<file path="src/sdt_pkg.sv">
package sdt_pkg;
  // Register byte offsets, one 32-bit word each
  localparam logic [7:0] OFF_CTRL = 8'h00;
  localparam logic [7:0] OFF_STATUS = 8'h04;
  localparam logic [7:0] OFF_MASK = 8'h08;
  localparam logic [7:0] OFF_COUNT = 8'h0c;
  localparam logic [7:0] OFF_RELOAD = 8'h10;
  localparam logic [7:0] OFF_CAPTURE = 8'h14;

  // Control register fields
  localparam int CTRL_W = 8;
  localparam int B_SPLIT = 0;
  localparam int B_RUN = 1;
  localparam int B_EXTSEL = 2;
  localparam int B_HSYS = 3;
  localparam int B_LSYS = 4;
  localparam int B_LFIE = 5;
  localparam int B_IE = 6;
  localparam int B_CAPEN = 7;

  // Status and mask fields
  localparam int STAT_W = 3;
  localparam int F_LOW = 0;
  localparam int F_HIGH = 1;
  localparam int F_CAP = 2;

  localparam logic [CTRL_W-1:0] CTRL_RST = 8'h00;
  localparam logic [STAT_W-1:0] STAT_RST = 3'h0;
  localparam logic [STAT_W-1:0] MASK_RST = 3'h7;
  localparam logic [15:0] COUNT_RST = 16'h0000;
  localparam logic [15:0] RELOAD_RST = 16'h0000;
  localparam logic [7:0] HALF_MAX = 8'hff;
  localparam logic [15:0] FULL_MAX = 16'hffff;

  // Prescaler ratios
  localparam int SYS_DIV = 12;
  localparam int EXT_DIV = 8;
endpackage : sdt_pkg

</file>
<file path="src/sdt_tick_gen.sv">
`timescale 1ns/1ps
module sdt_tick_gen #(
  parameter int SYS_DIV = sdt_pkg::SYS_DIV,
  parameter int EXT_DIV = sdt_pkg::EXT_DIV
) (
  input wire logic clk_i,
  input wire logic rst_i,
  input wire logic ext_clk_i,
  output logic div_sys_o,
  output logic div_ext_o
);
  localparam int SW = $clog2(SYS_DIV);
  localparam int EW = $clog2(EXT_DIV);
  localparam logic [SW-1:0] SYS_LAST = SW'(SYS_DIV - 1);
  localparam logic [EW-1:0] EXT_LAST = EW'(EXT_DIV - 1);
  localparam logic [SW-1:0] SYS_ONE = SW'(1);
  localparam logic [EW-1:0] EXT_ONE = EW'(1);

  logic sync1;
  logic sync2;
  logic sync3;
  logic [SW-1:0] cnt_sys;
  logic [EW-1:0] cnt_ext;
  logic next_sync3;
  logic [SW-1:0] next_cnt_sys;
  logic [EW-1:0] next_cnt_ext;
  logic next_div_sys;
  logic next_div_ext;
  logic ext_rise;

  always_comb
  begin
    // Edge taken after the second stage only; first stage is metastable
    ext_rise = sync2 & ~sync3;
    next_sync3 = sync2;
    next_div_sys = 1'b0;
    next_div_ext = 1'b0;
    next_cnt_ext = cnt_ext;
    if (cnt_sys == SYS_LAST)
    begin
      next_cnt_sys = '0;
      next_div_sys = 1'b1;
    end
    else
    begin
      next_cnt_sys = cnt_sys + SYS_ONE;
    end
    if (ext_rise)
    begin
      if (cnt_ext == EXT_LAST)
      begin
        next_cnt_ext = '0;
        next_div_ext = 1'b1;
      end
      else
      begin
        next_cnt_ext = cnt_ext + EXT_ONE;
      end
    end
  end

  always_ff @(posedge clk_i)
  begin
    if (rst_i)
    begin
      sync1 <= 1'b0;
      sync2 <= 1'b0;
      sync3 <= 1'b0;
      cnt_sys <= '0;
      cnt_ext <= '0;
      div_sys_o <= 1'b0;
      div_ext_o <= 1'b0;
    end
    else
    begin
      sync1 <= ext_clk_i;
      sync2 <= sync1;
      sync3 <= next_sync3;
      cnt_sys <= next_cnt_sys;
      cnt_ext <= next_cnt_ext;
      div_sys_o <= next_div_sys;
      div_ext_o <= next_div_ext;
    end
  end

  AST_DIV_SYS_PERIOD: assert property (@(posedge clk_i) disable iff (rst_i)
    div_sys_o |-> ##12 div_sys_o)
    else $error("system divider period wrong");

  AST_DIV_SYS_GAP: assert property (@(posedge clk_i) disable iff (rst_i)
    div_sys_o |=> !div_sys_o [*8])
    else $error("system divider ticks too close");
endmodule : sdt_tick_gen

</file>
<file path="src/sdt_split_timer.sv">
// Summary of operation
// - Split bit set makes the timer two independent 8-bit halves.
// - In split mode each half reloads from its reload value on overflow.
// - Low reload feeds the low half, high reload feeds the high half.
// - In split mode the run bit gates only the high half.
// - In split mode the low half always counts.
// - Clock sources: system clock, system clock over 12, external over 8.
// - System_clock select bit picks system clock, else external select picks divider.
// - High overflow flag sets when high half steps past ff and reloads.
// - Low overflow flag sets when low half steps past ff and reloads.
// - With interrupts enabled, each high overflow raises the interrupt.
// - With low flag interrupt enable too, either half's overflow interrupts.
// - Hardware never clears overflow flags; software writes them clear.
// - Capture mode latches the count on comparator rising edges.
//
// The Wishbone interface to the registers and the placing of the registers were decided locally.
`timescale 1ns/1ps
module sdt_split_timer #(
  parameter int SYS_DIV = sdt_pkg::SYS_DIV,
  parameter int EXT_DIV = sdt_pkg::EXT_DIV
) (
  input wire logic clk_i,
  input wire logic rst_i,
  input wire logic wb_cyc_i,
  input wire logic wb_stb_i,
  input wire logic wb_we_i,
  input wire logic [7:0] wb_adr_i,
  input wire logic [3:0] wb_sel_i,
  input wire logic [31:0] wb_dat_i,
  output logic [31:0] wb_dat_o,
  output logic wb_ack_o,
  input wire logic ext_clk_i,
  input wire logic comp_i,
  output logic irq_o
);
  logic [sdt_pkg::CTRL_W-1:0] ctrl;
  logic [sdt_pkg::STAT_W-1:0] status;
  logic [sdt_pkg::STAT_W-1:0] mask;
  logic [7:0] low_counter_half;
  logic [7:0] high_counter_half;
  logic [7:0] low_reload_value;
  logic [7:0] high_reload_value;
  logic [15:0] capture;
  logic comp_q;

  logic [sdt_pkg::CTRL_W-1:0] next_ctrl;
  logic [sdt_pkg::STAT_W-1:0] next_status;
  logic [sdt_pkg::STAT_W-1:0] next_mask;
  logic [7:0] next_low;
  logic [7:0] next_high;
  logic [7:0] next_low_reload;
  logic [7:0] next_high_reload;
  logic [15:0] next_capture;
  logic [31:0] next_dat;
  logic next_ack;
  logic next_irq;

  logic div_sys;
  logic div_ext;
  logic split_mode_select;
  logic high_run_enable;
  logic external_clock_select;
  logic tick_low;
  logic tick_high;
  logic req;
  logic wr;
  logic count_wr;
  logic status_wr;
  logic low_ovf;
  logic high_ovf;
  logic cap_ev;
  logic [8:0] inc_low;
  logic [8:0] inc_high;
  logic [16:0] inc_full;
  logic [31:0] wmerge;

  // Byte-lane merge of a write into the old contents
  function automatic logic [31:0] merge_sel(input logic [31:0] old, input logic [31:0] wd,
                                            input logic [3:0] sel);
    logic [31:0] res;
    res = old;
    for (int i = 0; i < 4; i++)
    begin
      if (sel[i])
      begin
        res[i*8 +: 8] = wd[i*8 +: 8];
      end
    end
    return res;
  endfunction : merge_sel

  // Increment with carry out
  function automatic logic [8:0] inc8(input logic [7:0] v);
    return {1'b0, v} + 9'h001;
  endfunction : inc8

  sdt_tick_gen #(
    .SYS_DIV(SYS_DIV),
    .EXT_DIV(EXT_DIV)
  ) u_tick (
    .clk_i(clk_i),
    .rst_i(rst_i),
    .ext_clk_i(ext_clk_i),
    .div_sys_o(div_sys),
    .div_ext_o(div_ext)
  );

  assign split_mode_select = ctrl[sdt_pkg::B_SPLIT];
  assign high_run_enable = ctrl[sdt_pkg::B_RUN];
  assign external_clock_select = ctrl[sdt_pkg::B_EXTSEL];
  assign req = wb_cyc_i & wb_stb_i;
  // Writes land on the edge where ack is seen high
  assign wr = req & wb_ack_o & wb_we_i;
  assign count_wr = wr && (wb_adr_i == sdt_pkg::OFF_COUNT);
  assign status_wr = wr && (wb_adr_i == sdt_pkg::OFF_STATUS);
  assign tick_high = ctrl[sdt_pkg::B_HSYS] ? 1'b1 : (external_clock_select ? div_ext : div_sys);
  assign tick_low = ctrl[sdt_pkg::B_LSYS] ? 1'b1 : (external_clock_select ? div_ext : div_sys);
  assign inc_low = inc8(low_counter_half);
  assign inc_high = inc8(high_counter_half);
  assign inc_full = {1'b0, high_counter_half, low_counter_half} + 17'h00001;

  always_comb
  begin
    next_ctrl = ctrl;
    next_mask = mask;
    next_low = low_counter_half;
    next_high = high_counter_half;
    next_low_reload = low_reload_value;
    next_high_reload = high_reload_value;
    next_capture = capture;
    next_dat = wb_dat_o;
    low_ovf = 1'b0;
    high_ovf = 1'b0;
    cap_ev = 1'b0;
    wmerge = 32'h00000000;
    next_ack = req & ~wb_ack_o;
    if (req & ~wb_ack_o)
    begin
      unique case (wb_adr_i)
        sdt_pkg::OFF_CTRL: next_dat = {24'h000000, ctrl};
        sdt_pkg::OFF_STATUS: next_dat = {29'h00000000, status};
        sdt_pkg::OFF_MASK: next_dat = {29'h00000000, mask};
        sdt_pkg::OFF_COUNT: next_dat = {16'h0000, high_counter_half, low_counter_half};
        sdt_pkg::OFF_RELOAD: next_dat = {16'h0000, high_reload_value, low_reload_value};
        sdt_pkg::OFF_CAPTURE: next_dat = {16'h0000, capture};
        default: next_dat = 32'h00000000;
      endcase
    end
    if (split_mode_select)
    begin
      if (tick_low)
      begin
        if (inc_low[8])
        begin
          next_low = low_reload_value;
          low_ovf = 1'b1;
        end
        else
        begin
          next_low = inc_low[7:0];
        end
      end
      if (high_run_enable && tick_high)
      begin
        if (inc_high[8])
        begin
          next_high = high_reload_value;
          high_ovf = 1'b1;
        end
        else
        begin
          next_high = inc_high[7:0];
        end
      end
    end
    else if (high_run_enable && tick_high)
    begin
      // Joined mode: one 16-bit reload counter reporting on the high flag
      if (inc_full[16])
      begin
        {next_high, next_low} = {high_reload_value, low_reload_value};
        high_ovf = 1'b1;
      end
      else
      begin
        {next_high, next_low} = inc_full[15:0];
      end
    end
    // Capture sees the count before this cycle's step
    if (ctrl[sdt_pkg::B_CAPEN] && comp_i && !comp_q)
    begin
      next_capture = {high_counter_half, low_counter_half};
      cap_ev = 1'b1;
    end
    if (wr)
    begin
      unique case (wb_adr_i)
        sdt_pkg::OFF_CTRL:
        begin
          wmerge = merge_sel({24'h000000, ctrl}, wb_dat_i, wb_sel_i);
          next_ctrl = wmerge[sdt_pkg::CTRL_W-1:0];
        end
        sdt_pkg::OFF_STATUS:
        begin
          wmerge = merge_sel(32'h00000000, wb_dat_i, wb_sel_i);
        end
        sdt_pkg::OFF_MASK:
        begin
          wmerge = merge_sel({29'h00000000, mask}, wb_dat_i, wb_sel_i);
          next_mask = wmerge[sdt_pkg::STAT_W-1:0];
        end
        sdt_pkg::OFF_COUNT:
        begin
          // Software load wins over a tick in the same cycle
          wmerge = merge_sel({16'h0000, high_counter_half, low_counter_half}, wb_dat_i,
                             wb_sel_i);
          {next_high, next_low} = wmerge[15:0];
        end
        sdt_pkg::OFF_RELOAD:
        begin
          wmerge = merge_sel({16'h0000, high_reload_value, low_reload_value}, wb_dat_i,
                             wb_sel_i);
          {next_high_reload, next_low_reload} = wmerge[15:0];
        end
        default:
        begin
          wmerge = 32'h00000000;
        end
      endcase
    end
    // Write-one-to-clear only; a same-cycle event still sets the flag
    next_status = status;
    if (status_wr)
    begin
      next_status = status & ~wmerge[sdt_pkg::STAT_W-1:0];
    end
    next_status[sdt_pkg::F_LOW] = next_status[sdt_pkg::F_LOW] | low_ovf;
    next_status[sdt_pkg::F_HIGH] = next_status[sdt_pkg::F_HIGH] | high_ovf;
    next_status[sdt_pkg::F_CAP] = next_status[sdt_pkg::F_CAP] | cap_ev;
    // Low flag only interrupts when enabled; software must read both flags
    next_irq = ctrl[sdt_pkg::B_IE] &
               ((status[sdt_pkg::F_HIGH] & mask[sdt_pkg::F_HIGH]) |
                (ctrl[sdt_pkg::B_LFIE] & status[sdt_pkg::F_LOW] & mask[sdt_pkg::F_LOW]) |
                (status[sdt_pkg::F_CAP] & mask[sdt_pkg::F_CAP]));
  end

  always_ff @(posedge clk_i)
  begin
    if (rst_i)
    begin
      ctrl <= sdt_pkg::CTRL_RST;
      status <= sdt_pkg::STAT_RST;
      mask <= sdt_pkg::MASK_RST;
      {high_counter_half, low_counter_half} <= sdt_pkg::COUNT_RST;
      {high_reload_value, low_reload_value} <= sdt_pkg::RELOAD_RST;
      capture <= sdt_pkg::COUNT_RST;
      comp_q <= 1'b0;
      wb_dat_o <= 32'h00000000;
      wb_ack_o <= 1'b0;
      irq_o <= 1'b0;
    end
    else
    begin
      ctrl <= next_ctrl;
      status <= next_status;
      mask <= next_mask;
      low_counter_half <= next_low;
      high_counter_half <= next_high;
      low_reload_value <= next_low_reload;
      high_reload_value <= next_high_reload;
      capture <= next_capture;
      comp_q <= comp_i;
      wb_dat_o <= next_dat;
      wb_ack_o <= next_ack;
      irq_o <= next_irq;
    end
  end

  AST_LOW_FREE_RUN: assert property (@(posedge clk_i) disable iff (rst_i)
    split_mode_select && !high_run_enable && tick_low && !count_wr &&
    low_counter_half != sdt_pkg::HALF_MAX |=> low_counter_half == $past(low_counter_half) + 8'h01)
    else $error("low half did not step while run bit clear");

  AST_LOW_RELOAD: assert property (@(posedge clk_i) disable iff (rst_i)
    split_mode_select && tick_low && !count_wr && low_counter_half == sdt_pkg::HALF_MAX
    |=> low_counter_half == $past(low_reload_value))
    else $error("low half did not reload");

  AST_HIGH_RELOAD: assert property (@(posedge clk_i) disable iff (rst_i)
    split_mode_select && high_run_enable && tick_high && !count_wr &&
    high_counter_half == sdt_pkg::HALF_MAX |=> high_counter_half == $past(high_reload_value))
    else $error("high half did not reload");

  AST_HIGH_STOPPED: assert property (@(posedge clk_i) disable iff (rst_i)
    split_mode_select && !high_run_enable && !count_wr |=> $stable(high_counter_half))
    else $error("high half moved while stopped");

  AST_HIGH_SYSTEM_CLOCK: assert property (@(posedge clk_i) disable iff (rst_i)
    split_mode_select && high_run_enable && ctrl[sdt_pkg::B_HSYS] && !count_wr &&
    high_counter_half != sdt_pkg::HALF_MAX [*2] |=>
    high_counter_half == $past(high_counter_half) + 8'h01)
    else $error("high half not on system clock");

  AST_HIGH_FLAG: assert property (@(posedge clk_i) disable iff (rst_i)
    high_ovf |=> status[sdt_pkg::F_HIGH])
    else $error("high overflow flag not set");

  AST_LOW_FLAG: assert property (@(posedge clk_i) disable iff (rst_i)
    low_ovf |=> status[sdt_pkg::F_LOW])
    else $error("low overflow flag not set");

  AST_NO_HW_CLEAR: assert property (@(posedge clk_i) disable iff (rst_i)
    $fell(status[sdt_pkg::F_HIGH]) || $fell(status[sdt_pkg::F_LOW]) |->
    $past(status_wr))
    else $error("overflow flag cleared without a write");

  AST_IRQ_HIGH: assert property (@(posedge clk_i) disable iff (rst_i)
    ctrl[sdt_pkg::B_IE] && status[sdt_pkg::F_HIGH] && mask[sdt_pkg::F_HIGH] |=> irq_o)
    else $error("high overflow did not interrupt");

  AST_IRQ_LOW_GATED: assert property (@(posedge clk_i) disable iff (rst_i)
    !ctrl[sdt_pkg::B_LFIE] && !status[sdt_pkg::F_HIGH] && !status[sdt_pkg::F_CAP] |=> !irq_o)
    else $error("low flag interrupted while not enabled");

  AST_CAPTURE: assert property (@(posedge clk_i) disable iff (rst_i)
    ctrl[sdt_pkg::B_CAPEN] && comp_i && !comp_q |=>
    capture[15:8] == $past(high_counter_half) && capture[7:0] == $past(low_counter_half) &&
    status[sdt_pkg::F_CAP])
    else $error("capture did not latch count");
endmodule : sdt_split_timer

</file>
<file path="config.mk">
export PLATFORM = sky130hd
export DESIGN_NAME = sdt_split_timer
export DESIGN_NICKNAME = d
export VERILOG_FILES = /design/src/sdt_pkg.sv /design/src/sdt_tick_gen.sv /design/src/sdt_split_timer.sv
export SDC_FILE = /design/constraint.sdc
export NUM_CORES = 1
export LEC_CHECK = 0
export BUFFER_PORTS_ARGS = -buffer_cell sky130_fd_sc_hd__buf_4
export CAP_MARGIN = 25
export CORE_MARGIN = 2
export CORE_UTILIZATION = 51
export CTS_CLUSTER_DIAMETER = 120
export DETAILED_ROUTE_END_ITERATION = 7
export PLACE_DENSITY = 0.76
export SYNTH_ARGS = -nofsm -noshare
export SYNTH_HDL_FRONTEND = slang
export SYNTH_SLANG_ARGS = --single-unit
</file>
<file path="constraint.sdc">
create_clock -name clk_i -period 1.8 [get_ports clk_i]
set_input_delay 0.09 -clock clk_i [delete_from_list [all_inputs] [get_ports clk_i]]
set_output_delay 0.09 -clock clk_i [all_outputs]
set_load 0.02 [all_outputs]
</file>
==> flow_metrics.py, run 1 <==
metrics = {
    "run_status": {
        "status": "finished with violations",
        "violations": "setup timing",
    },
    "final_layout": {
        "mostFrequentLayoutCell": "buf_4",
        "drive_gt1_share_pct": 29.31,
        "finalNonFillerCells": 870,
        "diodes": 0,
        "nets": 788,
        "final_core_util_pct": 68.59,
        "mostFrequentLayoutCells": "buf_4 (119), nand2_1 (83), dfxtp_1 (79)",
        "area_growth_syn_to_layout_pct": 30.65,
    },
    "floorplan": {
        "initial_core_util_pct": 52.50,
        "row_count": 36,
        "die_h_um": 104.3,
        "num_io_pins": 85,
        "die_w_um": 104.3,
        "core_mm2": 0.009774,
        "die-area_mm2": 0.01088,
    },
    "timing": {
        "setup_slack_ns": -0.06018,
        "period_minus_slack_ns": 1.860,
        "maxSlewViolCount": 0,
        "period_share_pct": 103.3,
        "fin_skew_ns": 0.01896,
        "setup_viol": 7,
        "fin_tns_setup_ns": -0.2546,
        "max_freq_mhz": 537.6,
        "rsz0062_at_grt": "true",
        "hold_violations": 0,
    },
    "placement": {
        "place_congestion": 0.9561,
        "dp_cells": 827,
        "port_buffers": 50,
        "hpwl_um": 10450,
    },
    "setup_path": {
        "crit_buf_inv": 1,
        "ff2ff_path_depth": 8,
        "reg2reg_from": "high_counter_half[0]",
        "worstPathMaxFanout": 4,
        "cp.arrival_ns": 2.16,
        "critPathTopFamily": "compound AO/OA/AOI/OAI gates",
        "start_kind": "flip-flop",
        "end_kind": "flip-flop",
        "criticalPathCategory": "flip-flop to flip-flop",
        "crit_chain": "ha_4 > nand3_4 > nor4_4 > buf_4 > a21o_1 > a221oi_2 > a211o_1 > a21oi_2",
        "ff2ff_setup_slack_ns": -0.06,
        "cp.required_ns": 2.10,
        "crit_path_max_incr_delay_ns": 0.38,
        "critPathSlowestCell": "dfxtp_4",
        "rr_endpoint": "low_counter_half[3]",
    },
    "job": {
        "cap_violations": 0,
    },
    "pwr": {
        "pwr-share-comb_pct": 8.1,
        "p_sw_share_pct": 27.62,
        "power.internal_mw": 2.754,
        "clkPwrFrac_pct": 37.3,
        "power_leakage_nw": 2.512,
        "switching_power_mw": 1.051,
        "pwr-share-seq_pct": 54.7,
        "p_per_area_mw_per_mm2": 567.5,
        "peakVddDrop_mv": 0.3969,
    },
    "logic_synthesis": {
        "synthArstFlopShare_pct": 0,
        "ys_seq_area_share_pct": 36.28,
        "synthDistinctLibCells": 72,
        "ys.flop_type": "dfxtp_1",
        "synth_edf_count": 0,
        "netlist_instances": 624,
        "ys_ff_latch": 93,
        "synth.avg_cell_area_um2": 8.223,
        "synth_warnings": 0,
        "syn-cell-area_mm2": 0.005131,
    },
    "route": {
        "drtPass1Iterations": 6,
        "drt-initial-drc-count": 648,
        "dr_total_vias": 5236,
        "routed_wl_um": 15180,
        "antenna_left": 0,
        "routedWlPerCell_um": 17.44,
        "drc": 0,
        "vias_per_cell": 6.018,
    },
    "worst_hold_path": {
        "whs_endpoint": "wb_ack_o",
        "holdCritPathClass": "primary input to flip-flop",
        "min-delay-start": "wb_stb_i",
        "whs_path_depth": 3,
    },
    "global_routing": {
        "grt_max_degree": 76,
        "grt.total_usage_pct": 26.70,
        "grt_pass1_wl_um": 23450,
        "grt_antenna_before_repair": 0,
        "grt-ovfl-total": 0,
        "first_global_vias": 4618,
    },
    "clock_tree": {
        "cts_tree": "built",
        "clock_tree.buffer_depth": 2,
        "path_clk_slew_ns": 0.11,
        "cts.sinks": 93,
        "cts-htree-levels": 3,
        "cts_buffers": 9,
        "clk_latency_ns": 0.38,
        "clockRootBuffer": "clkbuf_8",
    },
}
[cells in the mapped netlist (all sizes together), types with 6 or more instances]
cell | count | area [um^2]
a211oi | 11 | 82.58
a22o | 9 | 78.83
a31oi | 9 | 56.30
nor3b | 6 | 50.05
a221oi | 10 | 93.84
nor3 | 20 | 132.6
o21ai | 27 | 135.1
dfxtp | 93 | 1862
nor2 | 62 | 232.7
inv | 7 | 26.28
clkbuf | 29 | 108.9
nor2b | 14 | 87.58
nand4 | 11 | 83.83
buf | 37 | 232.7
mux2i | 37 | 370.4
nand2 | 86 | 325.3
nand3 | 8 | 45.04
a21oi | 47 | 235.2
[worst max path at each step]
stage	startpoint	to	slack, ns	cells past startpoint
4_1_cts	low_counter_half[0]	low_counter_half[4]	-0.06	7
5_1_grt	low_counter_half[5]	low_counter_half[3]	-0.13	7
3_5_place_dp	low_counter_half[3]	low_counter_half[2]	-0.13	6
6_report	high_counter_half[0]	low_counter_half[3]	-0.06	8
2_1_floorplan	low_counter_half[4]	low_counter_half[4]	-0.03	7
3_3_place_gp	low_counter_half[3]	low_counter_half[2]	-0.07	6
[registers in the layout, summed over array words and instances (netlist names)]
name	count
capture	16
low_reload_value	8
ctrl	8
u_tick.next_sync3	1
mask	3
wb_dat_o	16
u_tick.sync1	1
u_tick.sync3	1
wb_ack_o	1
irq_o	1
status	3
u_tick.div_ext_o	1
u_tick.cnt_sys	4
comp_q	1
high_counter_half	8
high_reload_value	8
u_tick.div_sys_o	1
u_tick.cnt_ext	3
low_counter_half	8
[through the flow]
step | hold slack (ns) | area [um^2] | total power [mW] | worst slack (ns)
6_report | 0.05667 | 6704 | 3.804 | -0.06018
5_1_grt | 0.05264 | 6704 | 3.928 | -0.1297
4_1_cts | 0.02946 | 6509 | 3.820 | -0.06169
3_5_place_dp | 0.3100 | 6028 | 2.395 | -0.1306
3_3_place_gp | 0.3085 | 6028 | 2.385 | -0.06841
2_1_floorplan | 0.2079 | 5224 | 2.305 | -0.02968
[cell families (layout without fill, tap and decap cells)]
family          Yosys count  count (layout)  synth area share, %
xor+xnor                  8               8                1.365
simple gates            236             236                23.12
buf+inv                  73             171                7.169
compound gates          167             167                22.46
fa+ha+maj                 5               5                1.219
flops                    93              93                36.28
mux                      41              41                8.315
other cells               1              16              0.07308
[worst register-to-register path, cell delays in order, from the launching register on]
cell and delay (ns):
dfxtp_4 0.38, ha_4 0.15, nand3_4 0.08, nor4_4 0.36, buf_4 0.22, a21o_1 0.13
a221oi_2 0.05, a211o_1 0.29, a21oi_2 0.12
[what timing repair did]
action / in CTS / in global routing
resized for setup: 17 / 48
endpoints found under the hold margin: 29 / 0
hold buffers: 19 / 0
setup endpoints to repair: 14 / 20
buffers inserted: 2 / 5
cloned: 1 / 0
pin swaps: 14 / 14
[layout make-up]
class	count	area [um^2]
multi-input combinational	473	3182
fill	765	3070
sequential	93	1884
timing repair buffer	148	1249
tap	133	166.4
clock buffer	9	123.9
clock inverter	7	72.57
inverter	7	26.28
[power by group through the flow]
stage                     Clock, mW  Sequential, mW  Combinational [mW]
after floorplan                   0            2.13               0.175
after global placement            0            2.13               0.260
after detailed placement          0            2.13               0.267
after CTS                      1.44            2.08               0.301
after global routing           1.52            2.08               0.329
final                          1.42            2.08               0.307
[layer usage]
layer | up-vias | part of all wire, % | track usage, %
met3 | 38 | 7.6 | 5.075
li1 | 2451 | - | -
met5 | - | 0 | 0
met1 | 2471 | 43 | 36.78
met4 | 0 | 2.2 | 8.591
met2 | 276 | 47 | 42.11
(Power assumes the default switching activity.)
==> run 2: changes to the inputs <==
==> constraint.sdc (replaced) <==
create_clock -name clk_i -period 1.8 [get_ports clk_i]
set_input_delay 0.18 -clock clk_i [delete_from_list [all_inputs] [get_ports clk_i]]
set_output_delay 0.18 -clock clk_i [all_outputs]
set_load 0.02 [all_outputs]
==> run 2 against run 1 <==
The flow still finishes with violations (setup timing); global-route usage increased by 0.57 points; power decreased by 2.6%; maximum frequency decreased by 1.2%; first-iteration DRC count increased by 17%; via count increased by 0.23%; worst setup slack got worse by 0.023 ns; critical path type unchanged; critical endpoint is now low_counter_half[1]; largest power group unchanged; highest routed layer unchanged.
==> flow_metrics.py, run 2 (synthesized netlist as in run 1, its figures left out) <==
metrics = {
    "timing": {
        "maxSlewViolCount": 0,
        "max_freq_mhz": 531.1,
        "period_minus_slack_ns": 1.883,
        "holdWs_ns": 0.01342,
        "hold_violations": 0,
        "rsz0062_at_grt": "true",
        "setup_viol": 6,
        "fin_skew_ns": 0.01263,
        "period_share_pct": 104.6,
        "setup_slack_ns": -0.08281,
        "fin_tns_setup_ns": -0.2393,
    },
    "route": {
        "routed_wl_um": 15190,
        "routedWlPerCell_um": 17.37,
        "vias_per_cell": 6.005,
        "drc": 0,
        "drt-initial-drc-count": 756,
        "dr_total_vias": 5248,
        "drtPass1Iterations": 5,
        "antenna_left": 0,
    },
    "setup_path": {
        "criticalPathCategory": "flip-flop to flip-flop",
        "worstPathMaxFanout": 3,
        "critPathSlowestCell": "or4_4",
        "cp.required_ns": 2.05,
        "start_kind": "flip-flop",
        "end_kind": "flip-flop",
        "crit_path_max_incr_delay_ns": 0.55,
        "cp.arrival_ns": 2.13,
        "crit_chain": "ha_4 > nand3_4 > buf_6 > or4_4 > nand2_1 > a311oi_2 > a211oi_2 > a211oi_1",
    },
    "final_layout": {
        "diodes": 0,
        "multiInputGateArea_mm2": 0.003192,
        "mostFrequentLayoutCell": "buf_4",
        "nFillCells": 778,
        "register_area_mm2": 0.001896,
        "area_growth_syn_to_layout_pct": 31.04,
        "reg_top3": "capture (16), wb_dat_o (16)",
        "mostFrequentLayoutCells": "buf_4 (136), nand2_1 (85), dfxtp_1 (80)",
        "drive_gt1_share_pct": 31.71,
        "nets": 792,
        "finalNonFillerCells": 874,
        "final_core_util_pct": 68.79,
    },
    "global_routing": {
        "grt.total_usage_pct": 27.28,
        "grt_max_degree": 80,
        "first_global_vias": 4763,
        "grt-ovfl-total": 0,
        "grt_antenna_before_repair": 0,
        "grt_pass1_wl_um": 23890,
    },
    "floorplan": {
        "die_h_um": 104.3,
        "die-area_mm2": 0.01088,
        "row_count": 36,
        "core_mm2": 0.009774,
        "initial_core_util_pct": 52.50,
        "die_w_um": 104.3,
        "num_io_pins": 85,
    },
    "pwr": {
        "pwr-share-comb_pct": 7.3,
        "peakVddDrop_mv": 0.4439,
        "finalPower_mw": 3.705,
        "power_leakage_nw": 2.561,
        "p_sw_share_pct": 27.00,
        "pwr-share-seq_pct": 55.9,
        "p_per_area_mw_per_mm2": 551.0,
        "power.internal_mw": 2.705,
        "switching_power_mw": 1.000,
        "clkPwrFrac_pct": 36.8,
    },
    "run_status": {
        "violations": "setup timing",
        "status": "finished with violations",
    },
    "clock_tree": {
        "clk_latency_ns": 0.38,
        "cts_tree": "built",
        "cts_buffers": 9,
        "cts-htree-levels": 3,
        "clock_tree.buffer_depth": 2,
        "cts.sinks": 93,
        "cts_hold_buf": 0,
        "clockRootBuffer": "clkbuf_8",
        "path_clk_slew_ns": 0.10,
    },
    "placement": {
        "place_congestion": 0.9643,
        "port_buffers": 50,
        "hpwl_um": 10740,
        "dp_cells": 841,
    },
    "job": {
        "cap_violations": 0,
    },
    "worst_hold_path": {
        "holdCritPathClass": "primary input to flip-flop",
    },
}
==> run 2: cell count changes in the layout (fill, tap and decap cells not counted), moves of 3 or more <==
cell           previous run  this run
nor2_2                    4         0
buf_6                     4         9
dfxtp_2                  12         6
buf_4                   119       136
dfxtp_4                   2         7
nor2_1                   57        60
dlygate4sd3_1            19         0
==> run 2: critical path, delay by kind of cell (launching register included) <==
family / cells / cell delay, ns
buffers and inverters: 1 / 0.13
AND/OR/NAND/NOR: 3 / 0.73
flip-flops: 1 / 0.38
adder cells (fa/ha/maj): 1 / 0.15
AO/OA/AOI/OAI: 3 / 0.36
==> run 2: layout make-up <==
class | instances | share of cell area (%)
clock buffer | 9 | 1.842
clock inverter | 7 | 0.9304
inverter | 7 | 0.3908
multi-input combinational | 473 | 47.47
sequential | 93 | 28.19
tap | 133 | 2.475
timing repair buffer | 152 | 18.70
==> run 2: power groups by stage <==
stage / combinational (mW) / clock [mW] / sequential (mW)
floorplan: 0.175 / 0 / 2.13
global placement: 0.261 / 0 / 2.13
detailed placement: 0.266 / 0 / 2.13
CTS: 0.267 / 1.39 / 2.08
global route: 0.293 / 1.50 / 2.07
finish: 0.271 / 1.36 / 2.07
==> run 2: per-stage QoR <==
step | setup slack (ns) | area [um^2]
final | -0.08281 | 6724
after global routing | -0.1714 | 6724
after CTS | -0.1014 | 6444
after detailed placement | -0.1962 | 6121
after global placement | -0.1568 | 6121
after floorplan | -0.02968 | 5224
==> run 2: repair_timing <==
action,4_1_cts,5_1_grt
setup buffers,4,15
setup endpoints to repair,13,19
pin swaps,19,26
resized for setup,25,54
cloned,1,0
==> run 2: layer usage <==
| metal | part of all wire [%] | GRT usage (%) |
|---|---|---|
| met5 | 0 | 0 |
| met4 | 3.4 | 11.20 |
| met3 | 8.7 | 5.639 |
| met2 | 46 | 42.90 |
| met1 | 42 | 36.43 |
==> run 2: final timing paths <==
check | startpoint | end | slack (ns) | cells past startpoint
worst max-delay path | high_counter_half[0] | low_counter_half[1] | -0.08 | 8
worst min-delay path | ext_clk_i | u_tick.sync1 | 0.01 | 2
worst max register to register | high_counter_half[0] | low_counter_half[1] | -0.08 | 8
worst min register to register | u_tick.sync1 | u_tick.next_sync3 | 0.46 | 1
==> run 3: changes to the inputs <==
CORE_ASPECT_RATIO = 1.5   (was not set)
CORE_UTILIZATION = 57   (was 51)
PLACE_DENSITY = 0.8   (was 0.76)
SYNTH_HIERARCHICAL = 1   (was not set)
clock period = 1.9 ns   (was 1.8 ns; I/O delays follow)
==> run 3 against run 2 <==
The flow now finishes without violations; hold slack better by 0.044 ns; combinational power is 3% lower; largest cell class unchanged; clock skew is 0.0039 ns lower; utilization is 2.1 points higher; via count is 3.4% lower; power is 5.9% higher; die area is 8.6% lower; clock power is 24% higher.
==> flow_metrics.py, run 3 <==
metrics = {
    "global_routing": {
        "grt_max_degree": 34,
        "grt_antenna_before_repair": 0,
        "first_global_vias": 4867,
        "grt_pass1_wl_um": 23580,
        "grt.total_usage_pct": 31.20,
        "grt-ovfl-total": 0,
    },
    "pwr": {
        "switching_power_mw": 0.9622,
        "finalPower_mw": 3.924,
        "pwr-share-seq_pct": 50.3,
        "clkPwrFrac_pct": 42.9,
        "power_leakage_nw": 2.420,
        "p_per_area_mw_per_mm2": 623.0,
        "p_sw_share_pct": 24.52,
        "peakVddDrop_mv": 0.5796,
        "pwr-share-comb_pct": 6.7,
        "power.internal_mw": 2.962,
    },
    "floorplan": {
        "num_io_pins": 85,
        "core_mm2": 0.008881,
        "die-area_mm2": 0.009948,
        "initial_core_util_pct": 58.73,
        "die_h_um": 121.2,
        "row_count": 42,
        "die_w_um": 82.11,
    },
    "route": {
        "dr_total_vias": 5070,
        "drt-initial-drc-count": 434,
        "drtPass1Iterations": 5,
        "antenna_left": 0,
        "routed_wl_um": 15350,
        "routedWlPerCell_um": 18.83,
        "drc": 0,
        "vias_per_cell": 6.221,
    },
    "setup_path": {
        "end_kind": "flip-flop",
        "criticalPathCategory": "flip-flop to flip-flop",
        "cp.arrival_ns": 2.08,
        "cp.required_ns": 2.15,
        "start_kind": "flip-flop",
        "worstPathMaxFanout": 5,
    },
    "final_layout": {
        "drive_gt1_share_pct": 25.11,
        "reg_top3": "capture (16), wb_dat_o (16)",
        "area_growth_syn_to_layout_pct": 20.75,
        "mostFrequentLayoutCells": "buf_4 (112), dfxtp_1 (90), nor2_1 (78)",
        "diodes": 0,
        "final_core_util_pct": 70.92,
        "mostFrequentLayoutCell": "buf_4",
        "nets": 757,
    },
    "clock_tree": {
        "path_clk_slew_ns": 0.06,
        "cts-htree-levels": 3,
        "clk_latency_ns": 0.35,
        "cts_tree": "built",
        "clock_tree.buffer_depth": 2,
        "clockRootBuffer": "clkbuf_16",
        "cts_buffers": 9,
        "cts.sinks": 93,
    },
    "timing": {
        "period_minus_slack_ns": 1.828,
        "setup_viol": 0,
        "max_freq_mhz": 547.0,
        "maxSlewViolCount": 0,
        "fin_skew_ns": 0.008728,
        "fin_tns_setup_ns": 0,
        "hold_violations": 0,
        "period_share_pct": 96.21,
    },
    "logic_synthesis": {
        "synthDistinctLibCells": 73,
        "ys.flop_type": "dfxtp_1",
        "ys_seq_area_share_pct": 35.69,
        "synth.area.top_cells": "dfxtp_1 (36%), mux2i_1 (8.8%), nor2_1 (5.7%), nand2_1 (5.4%), a21oi_1 (3.6%)",
        "synth_most_common_cell": "dfxtp_1",
        "synth_top_area_cell": "dfxtp_1",
        "synth_top_area_share_pct": 35.69,
        "synth.avg_cell_area_um2": 8.400,
        "synth_edf_count": 0,
        "netlist_instances": 621,
        "ys_ff_latch": 93,
        "synth_commonest_cells": "dfxtp_1 (93), nor2_1 (79), nand2_1 (75)",
        "synthArstFlopShare_pct": 0,
        "synth_warnings": 6,
        "syn-cell-area_mm2": 0.005216,
    },
    "placement": {
        "port_buffers": 50,
        "place_congestion": 0.9782,
        "hpwl_um": 11230,
    },
    "run_status": {
        "status": "finished clean",
    },
    "job": {
        "cap_violations": 0,
    },
    "worst_hold_path": {
        "holdCritPathClass": "primary input to flip-flop",
    },
}
## run 3: cell type report
type,count,area [um^2]
clock buffer,10,229.0
clock inverter,6,47.55
fill,744,2582
inverter,3,11.26
multi-input combinational,476,3084
sequential,93,1866
tap,110,137.6
timing repair buffer,117,923.4
## run 3: path summary, 6_finish.rpt
| kind | startpoint | to | slack, ns | depth (start not counted) |
|---|---|---|---|---|
| max | low_counter_half[0] | low_counter_half[1] | 0.07 | 9 |
| min | ext_clk_i | u_tick/sync1 | 0.06 | 2 |
| max reg2reg | low_counter_half[0] | low_counter_half[1] | 0.07 | 9 |
| min reg2reg | u_tick/sync1 | u_tick/next_sync3 | 0.44 | 1 |
## run 3: cell families after synthesis
logic type | count (synthesis) | synth area share [%]
and+or+nand+nor | 245 | 23.91
AOI/OAI and AO/OA | 140 | 18.23
DFF | 93 | 35.69
buffers and inverters | 67 | 7.244
muxes | 61 | 12.07
xor gates and xnor gates | 8 | 1.343
adders and majority gates | 6 | 1.439
other | 1 | 0.07189
## run 3: power groups by stage
| stage | registers [mW] | clock network [mW] | logic, mW |
|---|---|---|---|
| after floorplan | 2.02 | 0 | 0.172 |
| after global placement | 2.02 | 0 | 0.253 |
| after detailed placement | 2.02 | 0 | 0.260 |
| after CTS | 1.98 | 1.70 | 0.262 |
| after global routing | 1.98 | 1.77 | 0.283 |
| final | 1.98 | 1.69 | 0.264 |
## run 3: repair_timing
action / CTS / global route
resized for setup: 1 / 16
hold buffers: 0 / 0
hold endpoints to repair: 0 / 0
buffers inserted: 1 / 1
setup endpoints to repair: 3 / 14
cloned: 0 / 1
pin swaps: 1 / 1
## run 3: stage by stage
stage	cells	hold WS [ns]	instance area, um^2	setup slack, ns
finish	815	0.05712	6299	0.07193
global route	815	0.07664	6299	-0.02048
CTS	813	0.05182	6226	0.01365
detailed placement	796	0.4149	5937	-0.006820
global placement	796	0.4181	5937	0.03810
floorplan	636	0.3182	5273	0.02414
## run 3: worst max-delay path, cell delays in order, from the launching register on
cell	delay (ns)
dfxtp_2	0.36
ha_4	0.17
nand4_1	0.12
buf_6	0.16
nor4_4	0.21
buf_4	0.18
mux2i_1	0.08
nand2_1	0.08
o211ai_1	0.10
a311oi_1	0.26
## run 3: per-layer routing
| metal | vias up | track usage [%] | wire length (um) | share of wire (%) |
|---|---|---|---|---|
| li1 | 2368 | - | - | - |
| met1 | 2437 | 34.04 | 5791 | 38 |
| met2 | 212 | 54.01 | 8022 | 52 |
| met3 | 53 | 5.432 | 664 | 4.3 |
| met4 | 0 | 19.79 | 867 | 5.7 |
| met5 | - | 0 | 0 | 0 |
